## src/include/trig_qual_regs.svh

```systemverilog
// encodings, limits and timing constants of the trigger qualifier
`ifndef TRIG_QUAL_REGS_SVH
`define TRIG_QUAL_REGS_SVH

// index of each source in the combined comparator vector
`define SRC_ANALOG0   5'h00
`define SRC_LOGIC0    5'h04
`define SRC_AUX       5'h14
`define SRC_LINE      5'h15
`define SRC_COUNT     22

// serial pattern symbols, two bits each
`define SYM_ZERO      2'h0
`define SYM_ONE       2'h1
`define SYM_BAD       2'h2
`define SYM_MINUS     2'h3
`define PAT_MAX       3'h6

// largest event count that the delay mode honours
`define EVCOUNT_MAX   24'hF42400

// timing figures in their own units
`define CLK_PERIOD_PS 20000
`define TDLY_MIN_NS   10
`define TDLY_MAX_MS   10000
`define GLITCH_MIN_PS 250
`define GLITCH_MAX_MS 10000

// reset value of the settings
`define RST_SETTINGS  '0

`endif

```

## src/include/trig_qual_pkg.sv

```systemverilog
// types shared by the trigger qualifier files
package trig_qual_pkg;

	// index into the combined source vector
	typedef logic [4:0] srcSel_t;

	typedef enum logic [1:0] {
		MODE_SERIAL,
		MODE_DELAY,
		MODE_EDGE,
		MODE_GLITCH
	} trigMode_t;

	typedef enum logic [1:0] {
		SLOPE_POS,
		SLOPE_NEG,
		SLOPE_EITHER
	} slope_t;

	typedef enum logic {
		POL_POS,
		POL_NEG
	} polarity_t;

	typedef enum logic [1:0] {
		DLY_ARM,
		DLY_COUNT,
		DLY_WAIT
	} dlyState_t;

	typedef struct packed {
		logic [11:0] pattern;   // symbol 0 in bits 1:0, sent first
		logic [2:0]  patLen;
		logic        rzCoding;
		polarity_t   pol;
		logic [1:0]  chan;      // analog input 1..4 as 0..3
	} serialCfg_t;

	typedef struct packed {
		srcSel_t     armSrc;
		polarity_t   armSlope;
		srcSel_t     evSrc;
		polarity_t   evSlope;
		logic        timedMode;
		logic [23:0] evCount;
		logic [28:0] delayCyc;
		srcSel_t     onSrc;
		polarity_t   onSlope;
	} delayCfg_t;

	typedef struct packed {
		srcSel_t     edgeSrc;
		slope_t      edgeSlope;
		srcSel_t     glSrc;
		polarity_t   glPol;
		logic [28:0] glWidth;
	} stageCfg_t;

	typedef struct packed {
		trigMode_t   mode;
		serialCfg_t  serial;
		delayCfg_t   dly;
		stageCfg_t   stage;
	} settings_t;

endpackage

```

## src/verilog/trig_qualifier.sv

```systemverilog
// trigger qualifier: serial pattern, delay, edge and glitch modes
`timescale 1ns/1ps
`default_nettype none
`include "trig_qual_regs.svh"

// What this block does
// - stores one to six ternary pattern symbols
// - polarity picks edge sense and validates pattern
// - serial source is analog input 1..4
// - delay mode armed by selectable edge
// - delay counted in events or in time
// - count up to 16,000,000 events then trigger
// - event source and slope separately selectable
// - wait 10 ns to 10 s then trigger
// - final trigger edge on selectable source
// - edge fires rising, falling or either; line unsloped
// - edge source analog, logic, aux or line
// - two copies of edge and glitch settings
// - glitch fires on pulse narrower than width
// - glitch qualifies selected polarity only
// - glitch source analog or logic input
// - every setting reads back unchanged
// - serial coding selectable as RZ or NRZ
module trig_qualifier
#(
	parameter int DELAY_MAX_CYC  = `TDLY_MAX_MS * (1000000000 / `CLK_PERIOD_PS),
	parameter int GLITCH_MAX_CYC = `GLITCH_MAX_MS * (1000000000 / `CLK_PERIOD_PS)
)
(
	input  wire logic                     clk,
	input  wire logic                     rst_n,
	input  wire logic                     clkEn,
	input  wire logic [3:0]               analogIn,
	input  wire logic [15:0]              logicIn,
	input  wire logic                     auxIn,
	input  wire logic                     lineIn,
	input  wire logic                     cfgWr,
	input  wire logic                     cfgStage,
	input  wire trig_qual_pkg::settings_t cfgIn,
	input  wire logic                     rdStage,
	input  wire logic                     activeStage,
	output logic                          trigOut,
	output logic                          patternBad,
	output logic                          delayArmed,
	output trig_qual_pkg::settings_t      rdOut
);
	import trig_qual_pkg::*;

	// ************************************************************
	// constants and state
	// ************************************************************

	// least times round up, and never below one cycle
	localparam logic [28:0] DLY_MIN_CYC = 29'((`TDLY_MIN_NS * 1000
		+ `CLK_PERIOD_PS - 1) / `CLK_PERIOD_PS);
	localparam logic [28:0] GL_MIN_CYC = 29'((`GLITCH_MIN_PS
		+ `CLK_PERIOD_PS - 1) / `CLK_PERIOD_PS);
	localparam logic [28:0] DLY_MAX = 29'(DELAY_MAX_CYC);
	localparam logic [28:0] GL_MAX = 29'(GLITCH_MAX_CYC);

	typedef struct packed {
		trigMode_t             mode;
		serialCfg_t            serial;
		delayCfg_t             dly;
		stageCfg_t [1:0]       stage;
		logic [`SRC_COUNT-1:0] prev;
		logic [5:0]            hist;
		logic [2:0]            fill;
		logic                  matchQ;
		dlyState_t             dState;
		logic [28:0]           cnt;
		logic                  trig;
		logic                  patBad;
		logic                  armed;
		settings_t             rd;
	} qualState_t;

	qualState_t            s_q;
	qualState_t            s_d;
	logic [`SRC_COUNT-1:0] cur;
	stageCfg_t             act;
	logic                  serBit;
	logic                  valid;
	logic                  match;
	logic                  armEdge;
	logic                  evEdge;
	logic                  onEdge;
	logic                  edgeHit;
	logic                  glLvl;
	logic                  glHit;
	logic [28:0]           delayEff;
	logic [28:0]           glWidthEff;
	logic [23:0]           evEff;

	// ************************************************************
	// decoding helpers
	// ************************************************************

	// one bit of the source vector; codes past the line read as low
	function automatic logic pick(srcSel_t sel, logic [`SRC_COUNT-1:0] v);
		pick = (sel <= `SRC_LINE) ? v[sel] : 1'b0;
	endfunction

	function automatic slope_t toSlope(polarity_t p);
		toSlope = (p == POL_NEG) ? SLOPE_NEG : SLOPE_POS;
	endfunction

	// edge of the chosen slope between two successive samples
	function automatic logic srcEdge(slope_t sl, srcSel_t sel,
		logic [`SRC_COUNT-1:0] p, logic [`SRC_COUNT-1:0] c);
		logic a;
		logic b;
		a = pick(sel, p);
		b = pick(sel, c);
		case (sl)
			SLOPE_POS:    srcEdge = !a && b;
			SLOPE_NEG:    srcEdge = a && !b;
			SLOPE_EITHER: srcEdge = a != b;
			default:      srcEdge = 1'b0;
		endcase
	endfunction

	// does one sampled bit fit one pattern symbol under the coding
	function automatic logic symHit(logic [1:0] sym, logic b, serialCfg_t c);
		if (!c.rzCoding)
			symHit = (sym == `SYM_ONE) ? b : !b;
		else if (c.pol == POL_POS)
			symHit = (sym == `SYM_ONE) ? b : (sym == `SYM_ZERO) && !b;
		else
			symHit = (sym == `SYM_MINUS) ? !b : (sym == `SYM_ZERO) && b;
	endfunction

	// a pattern the front end cannot lock onto is refused, not guessed
	function automatic logic patOk(serialCfg_t c);
		logic        need;
		logic        ok;
		logic [13:0] ext;
		logic [1:0]  a;
		logic [1:0]  b;
		ext = {2'h0, c.pattern};
		need = 1'b0;
		ok = (c.patLen != 3'h0) && (c.patLen <= `PAT_MAX);
		for (int i = 0; i < 6; i++)
		begin
			a = ext[2*i +: 2];
			b = ext[2*i+2 +: 2];
			if (i < c.patLen)
			begin
				ok = ok && (a != `SYM_BAD);
				if (c.rzCoding && c.pol == POL_POS)
					need = need || (a == `SYM_ONE);
				else if (c.rzCoding)
					need = need || (a == `SYM_MINUS);
				else if (i + 1 < c.patLen && c.pol == POL_POS)
					need = need || (a != `SYM_ONE && b == `SYM_ONE);
				else if (i + 1 < c.patLen)
					need = need || (a == `SYM_ONE && b != `SYM_ONE);
			end
		end
		patOk = ok && need;
	endfunction

	// oldest stored sample lines up with symbol 0
	function automatic logic matchOf(logic [5:0] h, logic [2:0] fill,
		serialCfg_t c);
		logic m;
		m = fill >= c.patLen;
		for (int i = 0; i < 6; i++)
			if (i < c.patLen)
				m = m && symHit(c.pattern[2*i +: 2],
					h[c.patLen - 3'h1 - 3'(i)], c);
		matchOf = m;
	endfunction

	function automatic logic [28:0] clampCyc(logic [28:0] v,
		logic [28:0] lo, logic [28:0] hi);
		clampCyc = (v < lo) ? lo : (v > hi) ? hi : v;
	endfunction

	// ************************************************************
	// input side and per-mode detectors
	// ************************************************************

	// pins come from the comparators' own timing, so resample them
	input_sync u_sync
	(
		.clk   (clk),
		.rst_n (rst_n),
		.clkEn (clkEn),
		.din   ({lineIn, auxIn, logicIn, analogIn}),
		.dout  (cur)
	);

	// the sequencer picks which stage copy drives the detectors
	assign act = s_q.stage[activeStage];
	assign serBit = cur[s_q.serial.chan];
	assign valid = patOk(s_q.serial);
	assign match = matchOf(s_q.hist, s_q.fill, s_q.serial);

	// delay mode edges, each with its own source and slope
	assign armEdge = srcEdge(toSlope(s_q.dly.armSlope), s_q.dly.armSrc,
		s_q.prev, cur);
	assign evEdge = srcEdge(toSlope(s_q.dly.evSlope), s_q.dly.evSrc,
		s_q.prev, cur);
	assign onEdge = srcEdge(toSlope(s_q.dly.onSlope), s_q.dly.onSrc,
		s_q.prev, cur);

	// the line reference has no slope: it fires on its rising crossing
	assign edgeHit = (act.edgeSrc == `SRC_LINE)
		? srcEdge(SLOPE_POS, act.edgeSrc, s_q.prev, cur)
		: srcEdge(act.edgeSlope, act.edgeSrc, s_q.prev, cur);

	// aux and line are not legal glitch sources and read as idle
	assign glLvl = (act.glSrc < `SRC_AUX) ? pick(act.glSrc, cur)
		: (act.glPol == POL_NEG);

	// programmed times clip to what the counters can honour
	assign delayEff = clampCyc(s_q.dly.delayCyc, DLY_MIN_CYC, DLY_MAX);
	assign glWidthEff = clampCyc(act.glWidth, GL_MIN_CYC, GL_MAX);
	assign evEff = (s_q.dly.evCount > `EVCOUNT_MAX) ? `EVCOUNT_MAX
		: s_q.dly.evCount;

	glitch_meter u_glitch
	(
		.clk      (clk),
		.rst_n    (rst_n),
		.clkEn    (clkEn),
		.lvl      (glLvl),
		.pol      (act.glPol),
		.widthCyc (glWidthEff),
		.hit      (glHit)
	);

	// ************************************************************
	// next state
	// ************************************************************

	always_comb
	begin
		s_d = s_q;
		s_d.trig = 1'b0;
		s_d.prev = cur;
		s_d.hist = {s_q.hist[4:0], serBit};
		if (s_q.fill < `PAT_MAX)
			s_d.fill = s_q.fill + 3'h1;
		s_d.matchQ = match;
		s_d.patBad = !valid;
		s_d.armed = s_q.dState != DLY_ARM;

		// readback echoes the stored words, not the clipped ones
		s_d.rd.mode = s_q.mode;
		s_d.rd.serial = s_q.serial;
		s_d.rd.dly = s_q.dly;
		s_d.rd.stage = s_q.stage[rdStage];

		// delay sequence: arm, wait out events or time, then fire
		case (s_q.dState)
			DLY_ARM:
			begin
				if (s_q.mode == MODE_DELAY && armEdge)
				begin
					s_d.cnt = '0;
					if (!s_q.dly.timedMode && evEff == '0)
						s_d.dState = DLY_WAIT;
					else
						s_d.dState = DLY_COUNT;
				end
			end
			DLY_COUNT:
			begin
				if (s_q.dly.timedMode)
				begin
					s_d.cnt = s_q.cnt + 29'h1;
					if (s_q.cnt + 29'h1 >= delayEff)
						s_d.dState = DLY_WAIT;
				end
				else if (evEdge)
				begin
					s_d.cnt = s_q.cnt + 29'h1;
					if (s_q.cnt + 29'h1 >= {5'h0, evEff})
						s_d.dState = DLY_WAIT;
				end
			end
			DLY_WAIT:
			begin
				if (onEdge)
				begin
					s_d.trig = 1'b1;
					s_d.dState = DLY_ARM;
				end
			end
			default:
				s_d.dState = DLY_ARM;
		endcase
		if (s_q.mode != MODE_DELAY)
			s_d.dState = DLY_ARM;

		// the other modes give one pulse per qualified event
		case (s_q.mode)
			MODE_SERIAL:
				s_d.trig = valid && match && !s_q.matchQ;
			MODE_EDGE:
				s_d.trig = edgeHit;
			MODE_GLITCH:
				s_d.trig = glHit;
			default:
				s_d.trig = s_d.trig;
		endcase

		// a write restarts sequencing so old history cannot match
		if (cfgWr)
		begin
			s_d.mode = cfgIn.mode;
			s_d.serial = cfgIn.serial;
			s_d.dly = cfgIn.dly;
			s_d.stage[cfgStage] = cfgIn.stage;
			s_d.dState = DLY_ARM;
			s_d.fill = '0;
			s_d.trig = 1'b0;
		end
	end

	// clock enable low freezes every flop of the block
	always_ff @(posedge clk)
	begin
		if (!rst_n)
			s_q <= `RST_SETTINGS;
		else if (clkEn)
			s_q <= s_d;
	end

	assign trigOut = s_q.trig;
	assign patternBad = s_q.patBad;
	assign delayArmed = s_q.armed;
	assign rdOut = s_q.rd;
endmodule
`default_nettype wire

```

## src/verilog/input_sync.sv

```systemverilog
// two-stage synchroniser for the comparator streams
`timescale 1ns/1ps
`default_nettype none
`include "trig_qual_regs.svh"

module input_sync
(
	input  wire logic                  clk,
	input  wire logic                  rst_n,
	input  wire logic                  clkEn,
	input  wire logic [`SRC_COUNT-1:0] din,
	output logic      [`SRC_COUNT-1:0] dout
);
	typedef struct packed {
		logic [`SRC_COUNT-1:0] s1;
		logic [`SRC_COUNT-1:0] s2;
	} syncState_t;

	syncState_t s_q;
	syncState_t s_d;

	// first stage feeds only the second, so metastability stays boxed in
	always_comb
	begin
		s_d = s_q;
		s_d.s1 = din;
		s_d.s2 = s_q.s1;
	end

	always_ff @(posedge clk)
	begin
		if (!rst_n)
			s_q <= '0;
		else if (clkEn)
			s_q <= s_d;
	end

	assign dout = s_q.s2;
endmodule
`default_nettype wire

```

## src/verilog/glitch_meter.sv

```systemverilog
// measures pulses of one polarity and flags those narrower than a limit
`timescale 1ns/1ps
`default_nettype none

module glitch_meter
(
	input  wire logic                     clk,
	input  wire logic                     rst_n,
	input  wire logic                     clkEn,
	input  wire logic                     lvl,
	input  wire trig_qual_pkg::polarity_t pol,
	input  wire logic [28:0]              widthCyc,
	output logic                          hit
);
	import trig_qual_pkg::*;

	typedef struct packed {
		logic        prevAct;
		logic [28:0] cnt;
		logic        hit;
	} glState_t;

	glState_t s_q;
	glState_t s_d;
	logic     act;

	// a negative glitch is a low pulse, so fold polarity into the level
	assign act = lvl ^ (pol == POL_NEG);

	// count the pulse while active, judge it on its trailing edge
	always_comb
	begin
		s_d = s_q;
		s_d.hit = 1'b0;
		s_d.prevAct = act;
		if (act)
		begin
			if (!s_q.prevAct)
				s_d.cnt = 29'h1;
			else if (s_q.cnt != '1)
				s_d.cnt = s_q.cnt + 29'h1;
		end
		else if (s_q.prevAct)
			s_d.hit = s_q.cnt < widthCyc;
	end

	always_ff @(posedge clk)
	begin
		if (!rst_n)
			s_q <= '0;
		else if (clkEn)
			s_q <= s_d;
	end

	assign hit = s_q.hit;
endmodule
`default_nettype wire

```

## config.mk

```make
export PLATFORM = sky130hd
export DESIGN_NAME = trig_qualifier
export DESIGN_NICKNAME = d
export VERILOG_FILES = /design/src/include/trig_qual_pkg.sv /design/src/verilog/trig_qualifier.sv /design/src/verilog/input_sync.sv /design/src/verilog/glitch_meter.sv
export VERILOG_INCLUDE_DIRS = /design/src /design/src/include
export SDC_FILE = /design/constraint.sdc
export NUM_CORES = 1
export LEC_CHECK = 0
export BUFFER_PORTS_ARGS = -buffer_cell sky130_fd_sc_hd__buf_4
export CORE_ASPECT_RATIO = 2
export CORE_MARGIN = 4
export CORE_UTILIZATION = 55
export CTS_CLUSTER_SIZE = 24
export DETAILED_ROUTE_END_ITERATION = 8
export PLACE_DENSITY = 0.76
export SLEW_MARGIN = 10
export SYNTH_ARGS = -nofsm -noshare
export SYNTH_HDL_FRONTEND = slang
export SYNTH_HIERARCHICAL = 1
export SYNTH_SLANG_ARGS = --single-unit
export TNS_END_PERCENT = 30
```

## constraint.sdc

```tcl
create_clock -name clk -period 13 [get_ports clk]
set_input_delay 2.6 -clock clk [delete_from_list [all_inputs] [get_ports clk]]
set_output_delay 2.6 -clock clk [all_outputs]
set_load 0.005 [all_outputs]
```

; ---- Word level (Yosys, flattened, before mapping)
; Cells that the tools add are included.
[word_totals]
register_bits = 453
input_bits = 164
out_inout_bits = 138
elab_cells = 436
[classes]
add_sub_neg = 9
order_cmp = 40
n_eq_ne = 52
muxes = 161
bitwise_logic = 2
n_reduce_logical = 113
[op_table]
columns = operator, n
row1 = 2-to-1 mux 42 bit, 5
row2 = 2-to-1 mux 29 bit, 6
row3 = 2-to-1 mux 1 bit, 113
row4 = 2-to-1 mux 31 bit, 3
row5 = bitwise mux 84 bit, 1
row6 = "adder 29 x 1 -> 29 bit, second input constant", 2
row7 = "greater-than comparator 29 bit, second input constant", 2
row8 = "< comparator 29 x 1 -> 1 bit, second input constant", 2
row9 = one-hot mux 29 bit (2 select lines), 1
row10 = logical AND 1 bit, 56
row11 = binary-select mux 1 bit (select 5 bit), 9
row12 = demux 42 bit (select 1 bit), 1
row13 = "< comparator 5 x 6 -> 1 bit, second input constant", 5
row14 = greater-or-equal comparator 29 x 24 -> 1 bit, 1
row15 = greater-or-equal comparator 29 bit, 1
row16 = < comparator 29 bit, 1
row17 = "inequality test 29 bit, second input constant", 1
row18 = "<= comparator 5 bit, second input constant", 5
row19 = "greater-than comparator 24 bit, second input constant", 1
row20 = zero test 2 bit, 12
row21 = zero test 24 bit, 1
row22 = "< comparator 3 x 4 -> 1 bit, second input constant", 6
row23 = 2-to-1 mux 24 bit, 1
row24 = "equality test 2 bit, second input constant", 10
row25 = other kinds (40), 131

; ---- Logic depth before layout (Yosys ltp)
; Gate-level depths: netlist (run 1).
[logic_depth]
depth_word = 42
depth_mapped = 19
mapped_depth_nobuf = 18

; ---- Modules after synthesis
; Netlist (run 1), hierarchy kept.
[by_module_without_submodules]
columns = mod, n_inst, cells_each, area_each_um2, seq_area_each_um2
row1 = trig_qualifier, 1, 2551, 21923.5, 7567.3
row2 = glitch_meter, 1, 280, 2228.4, 620.6
row3 = input_sync, 1, 141, 1702.9, 880.8

; ---- Worst setup path before layout (run 1)
; Ideal clock, no wire load.
[synth_path]
path_kind = input port to flip-flop
startpoint = input activeStage
endpoint = register u_glitch/s_q[28] in the netlist's numbering
setup_time_ns = 0.070
arrival_ns = 5.824
required_ns = 12.930
path_slack_ns = 7.107
stages = 15
path_buffers = 4
path_cell_list = buf_2 -> buf_2 -> buf_1 -> mux2i_1 -> mux4_2 -> mux2i_1 -> nand2_1 -> o211ai_1 -> o21ai_0 -> xor2_1 -> nor4b_4 -> o2111ai_1 -> buf_2 -> or4_1 -> a21oi_1
[synth_between]
elab_chain_cells = 8
elab_cells_between_ends = 10
cone_classes = order compare (2) / mux (6) / bitwise (1) / reduce/logical (1)
[synth_rtl]
columns = element, line
row1 = from (decl), trig_qualifier.sv:41  ; input wire logic activeStage,
row2 = 2-to-1 mux 42 bit (not written as such) (*) (2 in series), trig_qualifier.sv:195  ; assign act = s_q.stage[activeStage];
row3 = binary-select mux 1 bit (select 5 bit), trig_qualifier.sv:101  ; pick = (sel <= `SRC_LINE) ? v[sel] : 1'b0;
row4 = 2-to-1 mux 1 bit (not written as such), trig_qualifier.sv:101
row5 = 2-to-1 mux 1 bit, trig_qualifier.sv:101
row6 = 2-to-1 mux 1 bit (*), trig_qualifier.sv:214  ; assign glLvl = (act.glSrc < `SRC_AUX) ? pick(act.glSrc, cur)
row7 = net glLvl, trig_qualifier.sv:89  ; logic glLvl;
row8 = bitwise XOR 1 bit (*), glitch_meter.sv:28  ; assign act = lvl ^ (pol == POL_NEG);
row9 = AND reduction 3 bit (no source line) (*), n/a
row10 = to (signal assigned), glitch_meter.sv:50  ; s_q <= '0;
row11 = to (signal assigned), glitch_meter.sv:52  ; s_q <= s_d;
row12 = to (decl), glitch_meter.sv:23  ; glState_t s_q;
; Mark *: on every way through the listed nets, which the timed path passes. The rest lies on a longest branch. The select of a mux whose other input is x is not followed.
; A chain may end at the register's enable or synchronous reset.

; ---- Worst setup path in the final report (run 1)
[layout_path]
startpoint = input activeStage
endpoint = register u_glitch.s_q, in the netlist u_glitch/hit
[layout_between]
elab_chain_cells = 8
elab_cells_between_ends = 16
cone_classes = order compare (5) / mux (10) / bitwise (1)
[layout_rtl]
columns = element, line
row1 = 2-to-1 mux 42 bit (not written as such) (*) (2 in series), trig_qualifier.sv:195
row2 = greater-than comparator 29 bit, trig_qualifier.sv:177  ; clampCyc = (v < lo) ? lo : (v > hi) ? hi : v;
row3 = 2-to-1 mux 29 bit, trig_qualifier.sv:177
row4 = 2-to-1 mux 29 bit (*), trig_qualifier.sv:177
row5 = net glWidthEff[3], trig_qualifier.sv:92  ; logic [28:0] glWidthEff;
row6 = < comparator 29 bit (*), glitch_meter.sv:44  ; s_d.hit = s_q.cnt < widthCyc;
row7 = 2-to-1 mux 1 bit (*), glitch_meter.sv:43  ; else if (s_q.prevAct)
row8 = 2-to-1 mux 1 bit (*), glitch_meter.sv:36  ; if (act)
; Marked as above.

==> results.tsv, run 1 <==
stage	metric	value	unit
run_status	status	finished, final reports clean	
synthesis	syn_inst	2972	
place	hpwl	57.5	mm
pwr	internal-power	2440	µW
min_path	hold_depth	1	
clocking	worstSkewPairLatency	0.58	ns
worst_setup_path	start_kind	primary input	
clocking	postCtsHoldBufs	0	
timing	tns	0	ns
routing	routed_wl	77.5	mm
clocking	clockBufferDepth	3	
clocking	cts_sinks	453	
finish	syn_to_final_growth	11.3	%
timing	rsz0062_at_grt	false	
timing	slew_viol_final	0	
pwr	p_total	3250	µW
place	place.port_buffers	301	
die	die_height	315	µm
worst_setup_path	critPathLaunch	activeStage	
timing	fmax	149	MHz
synthesis	synth-async-reset-ratio	0	%
clocking	root_buffer	clkbuf_16	
die	dieArea	0.0508	mm²
synthesis	synth_edf_count	0	
synthesis	ys_ff_latch	453	
routing	postRouteAntennaNets	0	
pwr	power.density	113	mW/mm²
global_route	grt_max_degree	114	
synthesis	ys.flop_type	dfxtp_1	
finish	final_layout_size_suffix_gt1_share	16.3	%
routing	vias	21649	
routing	route.detailed.drc	0	
worst_setup_path	worstPathArrival	7.20	ns
die	die_x	161	µm
routing	drt_first_pass_iters	5	
clocking	cts_tree	built	
finish	post-route-cell-area	0.0288	mm²
clocking	numCtsBuffers	42	
pwr	combPwrFrac	10.6	%
place	place_area	0.0272	mm²
pwr	power_frac_clock	43.3	%
finish	layout_common_cells	nand2_1, dfxtp_1, buf_4	
die	rows	112	
clocking	cts_resized	0	
timing	tightestPinTransition	1.22	ns
timing	timing.final.crit_share	51.6	%
die	core-area	0.0465	mm²
pwr	switching_share	24.7	%
synthesis	syn_nets	3233	
pwr	pwr-share-seq	46.1	%
timing	post-route-min-period	6.71	ns
global_route	grt_pass1_wl	119	mm
worst_setup_path	worstSetupEndpointType	register	
pwr	peakVddDrop	0.124	mV
worst_setup_path	r2r-start	s_q[148]	
place	gp_congestion	0.987	
timing	timing.slew.headroom	18.7	%
die	pin_count	302	
finish	final_nets	3276	
clocking	h-tree-depth	2	
global_route	grt_pass1_vias	21739	
global_route	grt-ovfl-total	0	
die	start_util	55.6	%
timing	skew	0.0220	ns
clocking	cts_setup_buffers	0	
worst_setup_path	required	13.49	ns
routing	wl_per_cell	21.1	µm
timing	final_hold_viol_count	0	
worst_setup_path	path_class	in2reg	
pwr	switchingPower	803	µW
global_route	antenna_found_initial	2	
global_route	grt_usage	29.5	%
synthesis	yosysWarnings	6	
worst_setup_path	reg2reg_depth	15	
clocking	path_clk_slew	0.07	ns
synthesis	netlist_area	0.0259	mm²
min_path	hold_class	reg2reg	
job	cap_violations	0	
synthesis	syn_avg_cell_area	8.70	µm²
worst_setup_path	path_max_fanout	56	
finish	final_common_cell	nand2_1	
routing	vias_per_cell	5.89	
routing	initialDrtViolationCount	1507	
synthesis	ys_types	90	
synthesis	ys_seq_area_share	35.1	%
min_path	hp-start	rdOut[19]	
pwr	p_leak	0.0120	µW
timing	finalSetupViolCount	0	
==> routing by layer <==
metal | wire length, µm | GRT usage (%) | part of all wire, %
met1 | 26200 | 28.6 | 34
met2 | 41300 | 56.3 | 53
met3 | 4080 | 4.53 | 5.3
met4 | 5950 | 20.0 | 7.7
met5 | 0 | 0 | 0
==> cells in the mapped netlist, drive strengths merged, types with 9 or more instances <==
| library cell | instances | area [µm²] |
|---|---|---|
| buf | 181 | 1350 |
| or2 | 13 | 81.3 |
| nor2b | 199 | 1240 |
| and3 | 11 | 70.1 |
| nand3 | 67 | 385 |
| nand2 | 565 | 2120 |
| a31oi | 10 | 62.6 |
| nor2 | 94 | 353 |
| clkbuf | 136 | 512 |
| nand2b | 24 | 150 |
| and4 | 12 | 106 |
| xnor2 | 29 | 254 |
| o211a | 44 | 440 |
| a21boi | 180 | 1350 |
| nand4 | 40 | 250 |
| a22oi | 12 | 90.1 |
| mux4 | 36 | 811 |
| ha | 97 | 1210 |
| dfxtp | 453 | 9070 |
| a21oi | 74 | 370 |
| a211oi | 16 | 120 |
| or3 | 14 | 95.1 |
| and2 | 12 | 78.8 |
| inv | 76 | 285 |
| a21o | 9 | 67.6 |
| mux2i | 283 | 2830 |
| nor3 | 29 | 145 |
| o21ai | 93 | 503 |
| mux2 | 16 | 180 |
| o211ai | 19 | 143 |
| nor4 | 26 | 184 |
==> final cells by class <==
class                   count  area (µm²)
well taps                 627         785
diodes                      2        5.00
repair buffers            316        2390
inverters                  76         285
fillers                  4027       17800
multi-input cells        2126       14700
clock buffers              62        1320
flip-flops and latches    453        9070
clock inverters            15         263
==> worst max-delay path, stage by stage <==
cell       delay [ns]
buf_4            0.16
buf_4            0.60
nor3b_1          0.35
o22ai_1          0.16
nor3b_1          0.30
nand4_1          0.15
o211ai_1         0.69
nand2_1          0.45
nor2_1           0.20
inv_1            0.07
ha_1             0.31
a21oi_1          0.15
a21boi_0         0.09
o311ai_0         0.48
a2111oi_0        0.20
nor3_1           0.20
==> logic make-up (layout without fill, tap and decap cells) <==
group | after synthesis | after routing | share of synthesized area [%]
DFF | 453 | 453 | 35.1
xor gates and xnor gates | 37 | 37 | 1.31
adders and majority gates | 97 | 97 | 4.69
other | 0 | 2 | 0
buffers and inverters | 393 | 469 | 8.31
AOI/OAI and AO/OA | 522 | 522 | 14.5
and+or+nand+nor | 1135 | 1135 | 21.4
muxes | 335 | 335 | 14.8
==> power groups by stage <==
stage | clock network [µW] | logic, µW | registers (µW)
final | 1410 | 345 | 1500
after global routing | 1480 | 377 | 1500
after CTS | 1430 | 346 | 1500
after detailed placement | 0 | 344 | 1530
after global placement | 0 | 335 | 1520
after floorplan | 0 | 254 | 1490
==> metrics by stage <==
step	setup slack, ns	instances	utilization, %	hold slack, ns
6_report	6.29	3677	61.8	0.483
4_1_cts	6.27	3675	61.8	0.484
2_1_floorplan	7.11	2972	-	0.449
3_5_place_dp	5.64	3598	58.4	0.469
5_1_grt	5.91	3676	61.8	0.502
3_3_place_gp	5.69	3598	58.4	0.462
==> flip-flops by register name, indices dropped and copies added, names as in the netlist <==
signal,flops
s_d,98
rdOut,135
patternBad,1
u_glitch/s_q,30
delayArmed,1
u_sync/dout,22
trigOut,1
u_glitch/hit,1
s_q,142
u_sync/s_d,22
==> path summary, 6_finish.rpt <==
check / slack (ns) / end
max: 6.29 / u_glitch/hit
min reg2reg: 0.48 / rdOut[19]
min: 0.48 / rdOut[19]
max reg2reg: 8.27 / s_q[168]
Note: power is estimated with default switching activity, not from simulation.
==> run 2, diff against run 1 <==
CORE_UTILIZATION = 54   (was 55)
PLACE_DENSITY = 0.78   (was 0.76)
clock period = 5.6 ns   (was 13 ns; I/O delays follow)
==> run 2 against run 1 <==
Net effect:
- final area shrank 0.38%
- critical endpoint is now u_glitch/s_q[26]
- critical path type unchanged
- sequential share of layout area grew 0.12 points
- flip-flop and latch count is the same
- count of clock-buffer cells in the layout shrank 5
- largest cell class unchanged
- clock skew shrank 0.0011 ns
==> results.tsv, run 2 (synthesized netlist as in run 1, its figures left out) <==
stage	metric	value	unit	change
die	rows	113		+0.89%
routing	wl_per_cell	20.9	µm	-1.0%
pwr	switching_share	25.8	%	+1.1 points
pwr	combPwrFrac	11.3	%	+0.7 points
die	start_util	54.4	%	-1.1 points
worst_setup_path	required	6.09	ns	-7.40 ns
min_path	hold_class	reg2reg		
timing	tns	0	ns	unchanged
clocking	postCtsHoldBufs	0		unchanged
pwr	internal-power	5340	µW	+120%
clocking	worstSkewPairLatency	0.57	ns	about the same
worst_setup_path	start_kind	primary input		
timing	final_hold_viol_count	0		unchanged
timing	setup_slack	0.933	ns	-5.36 ns
global_route	grt_max_degree	234		+110%
routing	postRouteAntennaNets	0		unchanged
timing	fmax	214	MHz	
die	core-area	0.0475	mm²	+2.1%
clocking	cts_tree	built		
routing	wl_met3	4.13	mm	+1.2%
die	die_height	317	µm	+0.90%
routing	route.detailed.drc	0		unchanged
global_route	grt-ovfl-total	0		unchanged
pwr	power.density	251	mW/mm²	+120%
clocking	numCtsBuffers	42		unchanged
routing	vias	21626		-0.11%
pwr	p_leak	0.0120	µW	-0.51%
place	preCtsSetupSlack	0.387	ns	-5.25 ns
die	dieArea	0.0517	mm²	+1.8%
timing	whs	0.482	ns	-0.000920 ns
routing	wl_met1	26.2	mm	+0.23%
timing	skew	0.0208	ns	-0.00113 ns
finish	top_register	s_q		
timing	timing.final.crit_share	83.3	%	
worst_setup_path	path_max_fanout	28		-50%
clocking	cts_setup_buffers	0		unchanged
clocking	h-tree-depth	2		unchanged
place	place.port_buffers	301		unchanged
clocking	path_clk_slew	0.07	ns	about the same
global_route	grt_pass1_wl	118	mm	-1.1%
timing	post-route-min-period	4.67	ns	
finish	largest_register_ffs	142		unchanged
job	cap_violations	0		unchanged
die	die_x	163	µm	+0.88%
die	pin_count	302		unchanged
timing	timing.slew.headroom	27.2	%	+8.5 points
timing	rsz0062_at_grt	false		
routing	vias_per_cell	5.86		-0.43%
global_route	antenna_found_initial	5		+3
routing	met2WireLength	40.9	mm	-1.1%
finish	layout_common_cells	nand2_1, dfxtp_1, buf_4		
place	hpwl	57.4	mm	-0.12%
finish	final_layout_size_suffix_gt1_share	16.3	%	+0.028 points
routing	highest_layer	met5		
global_route	grt_pass1_vias	21602		-0.63%
clocking	cts_sinks	453		unchanged
clocking	clockBufferDepth	3		unchanged
finish	final_nets	3286		+0.31%
worst_setup_path	reg2reg_depth	16		+1
worst_setup_path	worstSetupEndpointType	register		
clocking	cts_resized	0		unchanged
global_route	grt_usage	28.5	%	-0.98 points
worst_setup_path	path_class	in2reg		
pwr	peakVddDrop	0.239	mV	+92%
pwr	switchingPower	1860	µW	+130%
pwr	power_frac_clock	40.5	%	-2.8 points
worst_setup_path	worstPathArrival	5.15	ns	-2.05 ns
run_status	status	finished, final reports clean		
routing	drt_first_pass_iters	6		+1
place	gp_congestion	1.06		+7.3%
routing	initialDrtViolationCount	1524		+1.1%
pwr	pwr-share-seq	48.2	%	+2.1 points
clocking	root_buffer	clkbuf_16		
routing	routed_wl	77.0	mm	-0.70%
min_path	hold_depth	1		unchanged
timing	tightestPinTransition	1.08	ns	-0.135 ns
finish	final_common_cell	nand2_1		
finish	syn_to_final_growth	10.8	%	
timing	finalSetupViolCount	0		unchanged
timing	slew_viol_final	0		unchanged
[run 2: cell count changes in the layout (fill, tap and decap cells not counted), sizes merged]
cell	previous run	this run
clkinv	5	6
clkbuf	62	57
buf	316	326
inv	77	79
clkinvlp	2	5
bufinv	7	3
[run 2: stage by stage]
| step | utilization (%) | cell area (µm²) | std cells | total power, µW |
|---|---|---|---|---|
| floorplan | - | 25900 | 2972 | 4050 |
| CTS | 60.3 | 28700 | 3687 | 7250 |
| global route | 60.3 | 28700 | 3689 | 7450 |
| global placement | 57.4 | 27300 | 3613 | 4330 |
| finish | 60.3 | 28700 | 3689 | 7200 |
| detailed placement | 57.4 | 27300 | 3613 | 4350 |
[run 2: final timing paths]
check,start,end,slack [ns]
setup / recovery,activeStage,u_glitch/s_q[26],0.93
hold / removal,rdOut[7],rdOut[7],0.48
setup reg to reg,s_d[77],s_q[167],1.17
hold reg to reg,rdOut[7],rdOut[7],0.48
[run 2: layout make-up]
| type | count | area [µm²] |
|---|---|---|
| clock inverter | 17 | 188 |
| multi-input combinational | 2126 | 14700 |
| inverter | 76 | 285 |
| timing repair buffer | 326 | 2490 |
| antenna | 2 | 5.00 |
| sequential | 453 | 9070 |
| tap | 632 | 791 |
| clock buffer | 57 | 1180 |
| fill | 4176 | 18800 |
[run 2: critical path: stages]
cell	delay [ns]
buf_4	0.37
mux2i_1	0.68
mux4_2	0.59
mux2i_1	0.16
nand2_1	0.07
o211ai_1	0.11
o21ai_0	0.12
xor2_1	0.41
nor4b_4	0.33
o2111ai_1	0.44
or4_1	0.55
a21oi_1	0.16
[run 2: power by group through the flow]
| stage | registers, µW | clock network, µW | logic (µW) |
|---|---|---|---|
| finish | 3470 | 2910 | 814 |
| global route | 3480 | 3080 | 891 |
| detailed placement | 3540 | 0 | 812 |
| CTS | 3470 | 2960 | 816 |
| global placement | 3540 | 0 | 791 |
| floorplan | 3460 | 0 | 591 |
[run 2: layer usage]
metal,GRT usage (%),vias to the layer above
met5,0,-
met4,18.9,6
met3,4.47,276
met2,53.1,795
met1,28.6,10242
li1,-,10307
==> run 3, diff against run 2 <==
ABC_AREA = 1   (was not set)
clock period = 4 ns   (was 5.6 ns; I/O delays follow)
==> run 3 against run 2 <==
Net effect:
- register-to-register slack got worse by 0.78 ns
- global-route usage rose by 4.6 points
- first-iteration DRC count increased by 24%
- non-clock buffer count up 72
- flip-flop and latch count is the same
- final area up 2.1%
- synthesized area increased by 0.21%
- clock power grew 42%
- count of clock-buffer cells in the layout down 7
- setup slack got worse by 0.55 ns
- worst hold slack got worse by 0.035 ns
- largest cell class unchanged
==> results.tsv, run 3 <==
stage	metric	value	unit	change
timing	fmax	277	MHz	
synthesis	synth_common_cells	nand2_1, nor2_1, o21ai_0		
clocking	path_clk_slew	0.07	ns	about the same
timing	tightestPinTransition	0.998	ns	-0.0837 ns
worst_setup_path	start_kind	register		
clocking	clockBufferDepth	3		unchanged
pwr	peakVddDrop	0.352	mV	+48%
synthesis	synth_edf_count	0		unchanged
min_path	hold_class	in2reg		
pwr	p_leak	0.0134	µW	+12%
synthesis	synthTopCellsByArea	dfxtp_1, o21ai_0, nand2_1		
worst_setup_path	worstSetupEndpointType	register		
synthesis	synthXorXnorAreaFrac	0.777	%	-0.53 points
global_route	antenna_found_initial	2		-3
synthesis	synth_adder_area_share	4.68	%	-0.010 points
place	place.port_buffers	301		unchanged
synthesis	yosysTopAreaCell	dfxtp_1		
min_path	whs_endpoint	s_q[204]		
worst_setup_path	path_max_fanout	5		-82%
clocking	cts_sinks	453		unchanged
place	hpwl	67.4	mm	+17%
die	pin_count	302		unchanged
worst_setup_path	reg2reg_depth	25		+9
timing	post-route-min-period	3.61	ns	
timing	setup_slack	0.386	ns	-0.547 ns
place	gp_congestion	1.04		-1.8%
run_status	status	finished, final reports clean		
place	preCtsSetupSlack	-0.0564	ns	-0.443 ns
finish	syn_to_final_growth	12.9	%	
worst_setup_path	worstPathArrival	4.13	ns	-1.02 ns
worst_setup_path	required	4.51	ns	-1.58 ns
pwr	power.density	387	mW/mm²	+54%
pwr	p_total	11300	µW	+57%
timing	timing.slew.headroom	33.4	%	+6.2 points
clocking	numCtsBuffers	41		-2.4%
timing	finalSetupViolCount	0		unchanged
finish	largest_register_ffs	142		unchanged
worst_setup_path	r2r_setup_slack	0.39	ns	-0.78 ns
die	die_height	318	µm	+0.10%
min_path	hp-start	cfgIn[3]		
clocking	cts_setup_buffers	0		unchanged
min_path	hold_depth	3		+2
synthesis	yosysMostFrequentCell	nand2_1		
finish	final_common_cell	nand2_1		
timing	slew_viol_final	0		unchanged
die	start_util	54.5	%	+0.12 points
die	rows	113		unchanged
global_route	grt_pass1_wl	136	mm	+16%
finish	final_nets	4245		+29%
timing	timing.final.crit_share	90.4	%	
clocking	cts_tree	built		
routing	routed_wl	89.1	mm	+16%
finish	fin_cells	4646		+26%
global_route	grt-ovfl-total	0		unchanged
routing	wl_per_cell	19.2	µm	-8.1%
synthesis	ys_types	63		-30%
global_route	grt_max_degree	172		-26%
synthesis	synth_compound_area_share	21.0	%	+6.6 points
timing	final_hold_viol_count	0		unchanged
timing	rsz0062_at_grt	false		
synthesis	synth-async-reset-ratio	0	%	unchanged
clocking	worstSkewPairLatency	0.58	ns	about the same
finish	final_layout_size_suffix_gt1_share	13.5	%	-2.8 points
place	placed_cells	4573		+27%
finish	fillCellCount	4561		+9.2%
synthesis	syn_avg_cell_area	6.68	µm²	-23%
die	dieArea	0.0518	mm²	+0.20%
synthesis	synth_mux_area_share	0	%	-15 points
synthesis	syn_nets	4138		+28%
global_route	grt_usage	33.1	%	+4.6 points
synthesis	ys_ff_latch	453		unchanged
routing	route.detailed.drc	0		unchanged
synthesis	ys_seq_area_share	35.0	%	-0.075 points
finish	layout_common_cells	nand2_1, nor2_1, o21ai_0		
finish	top_register	s_q		
synthesis	ys.flop_type	dfxtp_1		
synthesis	syn_inst	3877		+30%
routing	postRouteAntennaNets	0		unchanged
synthesis	netlist_area	0.0259	mm²	+0.21%
clocking	root_buffer	clkbuf_16		
job	cap_violations	0		unchanged
routing	initialDrtViolationCount	1891		+24%
synthesis	yosys.area_share.simple	24.6	%	+3.3 points
die	core-area	0.0475	mm²	unchanged
clocking	h-tree-depth	2		unchanged
worst_setup_path	r2r-start	s_q[141]		
synthesis	synth_top_family_by_area	simple AND/OR/NAND/NOR gates		
routing	drt_first_pass_iters	8		+2
global_route	grt_pass1_vias	25077		+16%
worst_setup_path	r2r_end	s_q[168]		
die	die_x	163	µm	+0.10%
synthesis	yosysWarnings	6		unchanged
routing	vias_per_cell	5.66		-3.4%
timing	skew	0.0271	ns	+0.00626 ns
timing	tns	0	ns	unchanged
routing	vias	26297		+22%
timing	whs	0.447	ns	-0.0346 ns
synthesis	synth_top_area_share	35.0	%	-0.075 points
worst_setup_path	path_class	reg2reg		
run 3: cell types whose count changed in the layout (fill, tap and decap cells not counted), sizes merged, moves of 44 or more:
cell / previous run / this run
a21oi: 74 / 379
nand3: 67 / 141
nand2: 565 / 678
o211ai: 19 / 73
a21boi: 180 / 0
inv: 79 / 425
mux2i: 283 / 0
nor2b: 199 / 0
o21ai: 93 / 520
buf: 326 / 398
nor2: 94 / 581
o211a: 44 / 0
run 3: worst max-delay path, stage by stage, from the launching register on:
cell	delay [ns]
dfxtp_1	0.41
nand2_1	0.11
nor2_1	0.19
nand3_1	0.13
nor3_1	0.16
nand3_1	0.16
nor3_2	0.24
nand2_1	0.17
inv_1	0.10
nand2_1	0.08
xor2_2	0.18
ha_1	0.29
nand2_1	0.11
nor4_1	0.29
nand3_1	0.16
nand2_1	0.10
nand3_1	0.07
nand2_1	0.06
nand2_1	0.04
nand3_1	0.06
nand3_1	0.07
nand2_1	0.09
nand2_1	0.08
nand2_1	0.07
nand2_1	0.04
nor2_1	0.09
run 3: repair_timing:
| item | CTS | global route |
|---|---|---|
| setup endpoints to repair | 0 | 2 |
| hold endpoints to repair | 0 | 0 |
| gates resized for setup | 0 | 5 |
| hold buffers | 0 | 0 |
run 3: cells by family (layout without fill, tap and decap cells):
| logic type | after synthesis | count (layout) |
|---|---|---|
| compound gates | 1016 | 1016 |
| other cells | 0 | 2 |
| flops | 453 | 453 |
| simple gates | 1527 | 1527 |
| buf+inv | 761 | 896 |
| fa+ha+maj | 97 | 97 |
| xor+xnor | 23 | 23 |
run 3: layout make-up:
type | instances | area (µm²) | area share (%)
multi-input combinational | 2663 | 13300 | 45.4
tap | 632 | 791 | 2.70
sequential | 453 | 9070 | 31.0
timing repair buffer | 398 | 3130 | 10.7
antenna | 2 | 5.00 | 0.0171
inverter | 427 | 1600 | 5.48
clock inverter | 21 | 270 | 0.924
clock buffer | 50 | 1100 | 3.76
run 3: worst max path at each step:
stage | depth (start not counted) | slack (ns) | startpoint | end
after floorplan | 19 | 0.58 | activeStage | u_glitch/s_q[19]
after global placement | 23 | -0.07 | activeStage | trigOut
after detailed placement | 23 | -0.06 | activeStage | trigOut
after CTS | 25 | 0.32 | s_q[140] | s_q[168]
after global routing | 25 | 0.009 | s_q[141] | s_q[168]
final | 25 | 0.39 | s_q[141] | s_q[168]
run 3: routing by layer:
| layer | track usage (%) | routed length, µm | up-vias |
|---|---|---|---|
| met5 | 0 | 0 | - |
| li1 | - | - | 12774 |
| met1 | 34.4 | 30900 | 12111 |
| met3 | 4.95 | 5190 | 357 |
| met2 | 60.4 | 45800 | 1055 |
| met4 | 21.8 | 7270 | 0 |
run 3: power by group:
part / total [µW] / internal, µW / switching, µW
sequential: 5040 / 4780 / 258
clock: 4130 / 2300 / 1840
combinational: 2150 / 811 / 1340
run 3: per-stage QoR:
stage          area (µm²)  util, %
2_1_floorplan       25900        -
3_3_place_gp        27900     58.6
3_5_place_dp        27900     58.6
4_1_cts             29200     61.5
5_1_grt             29300     61.6
6_report            29300     61.6
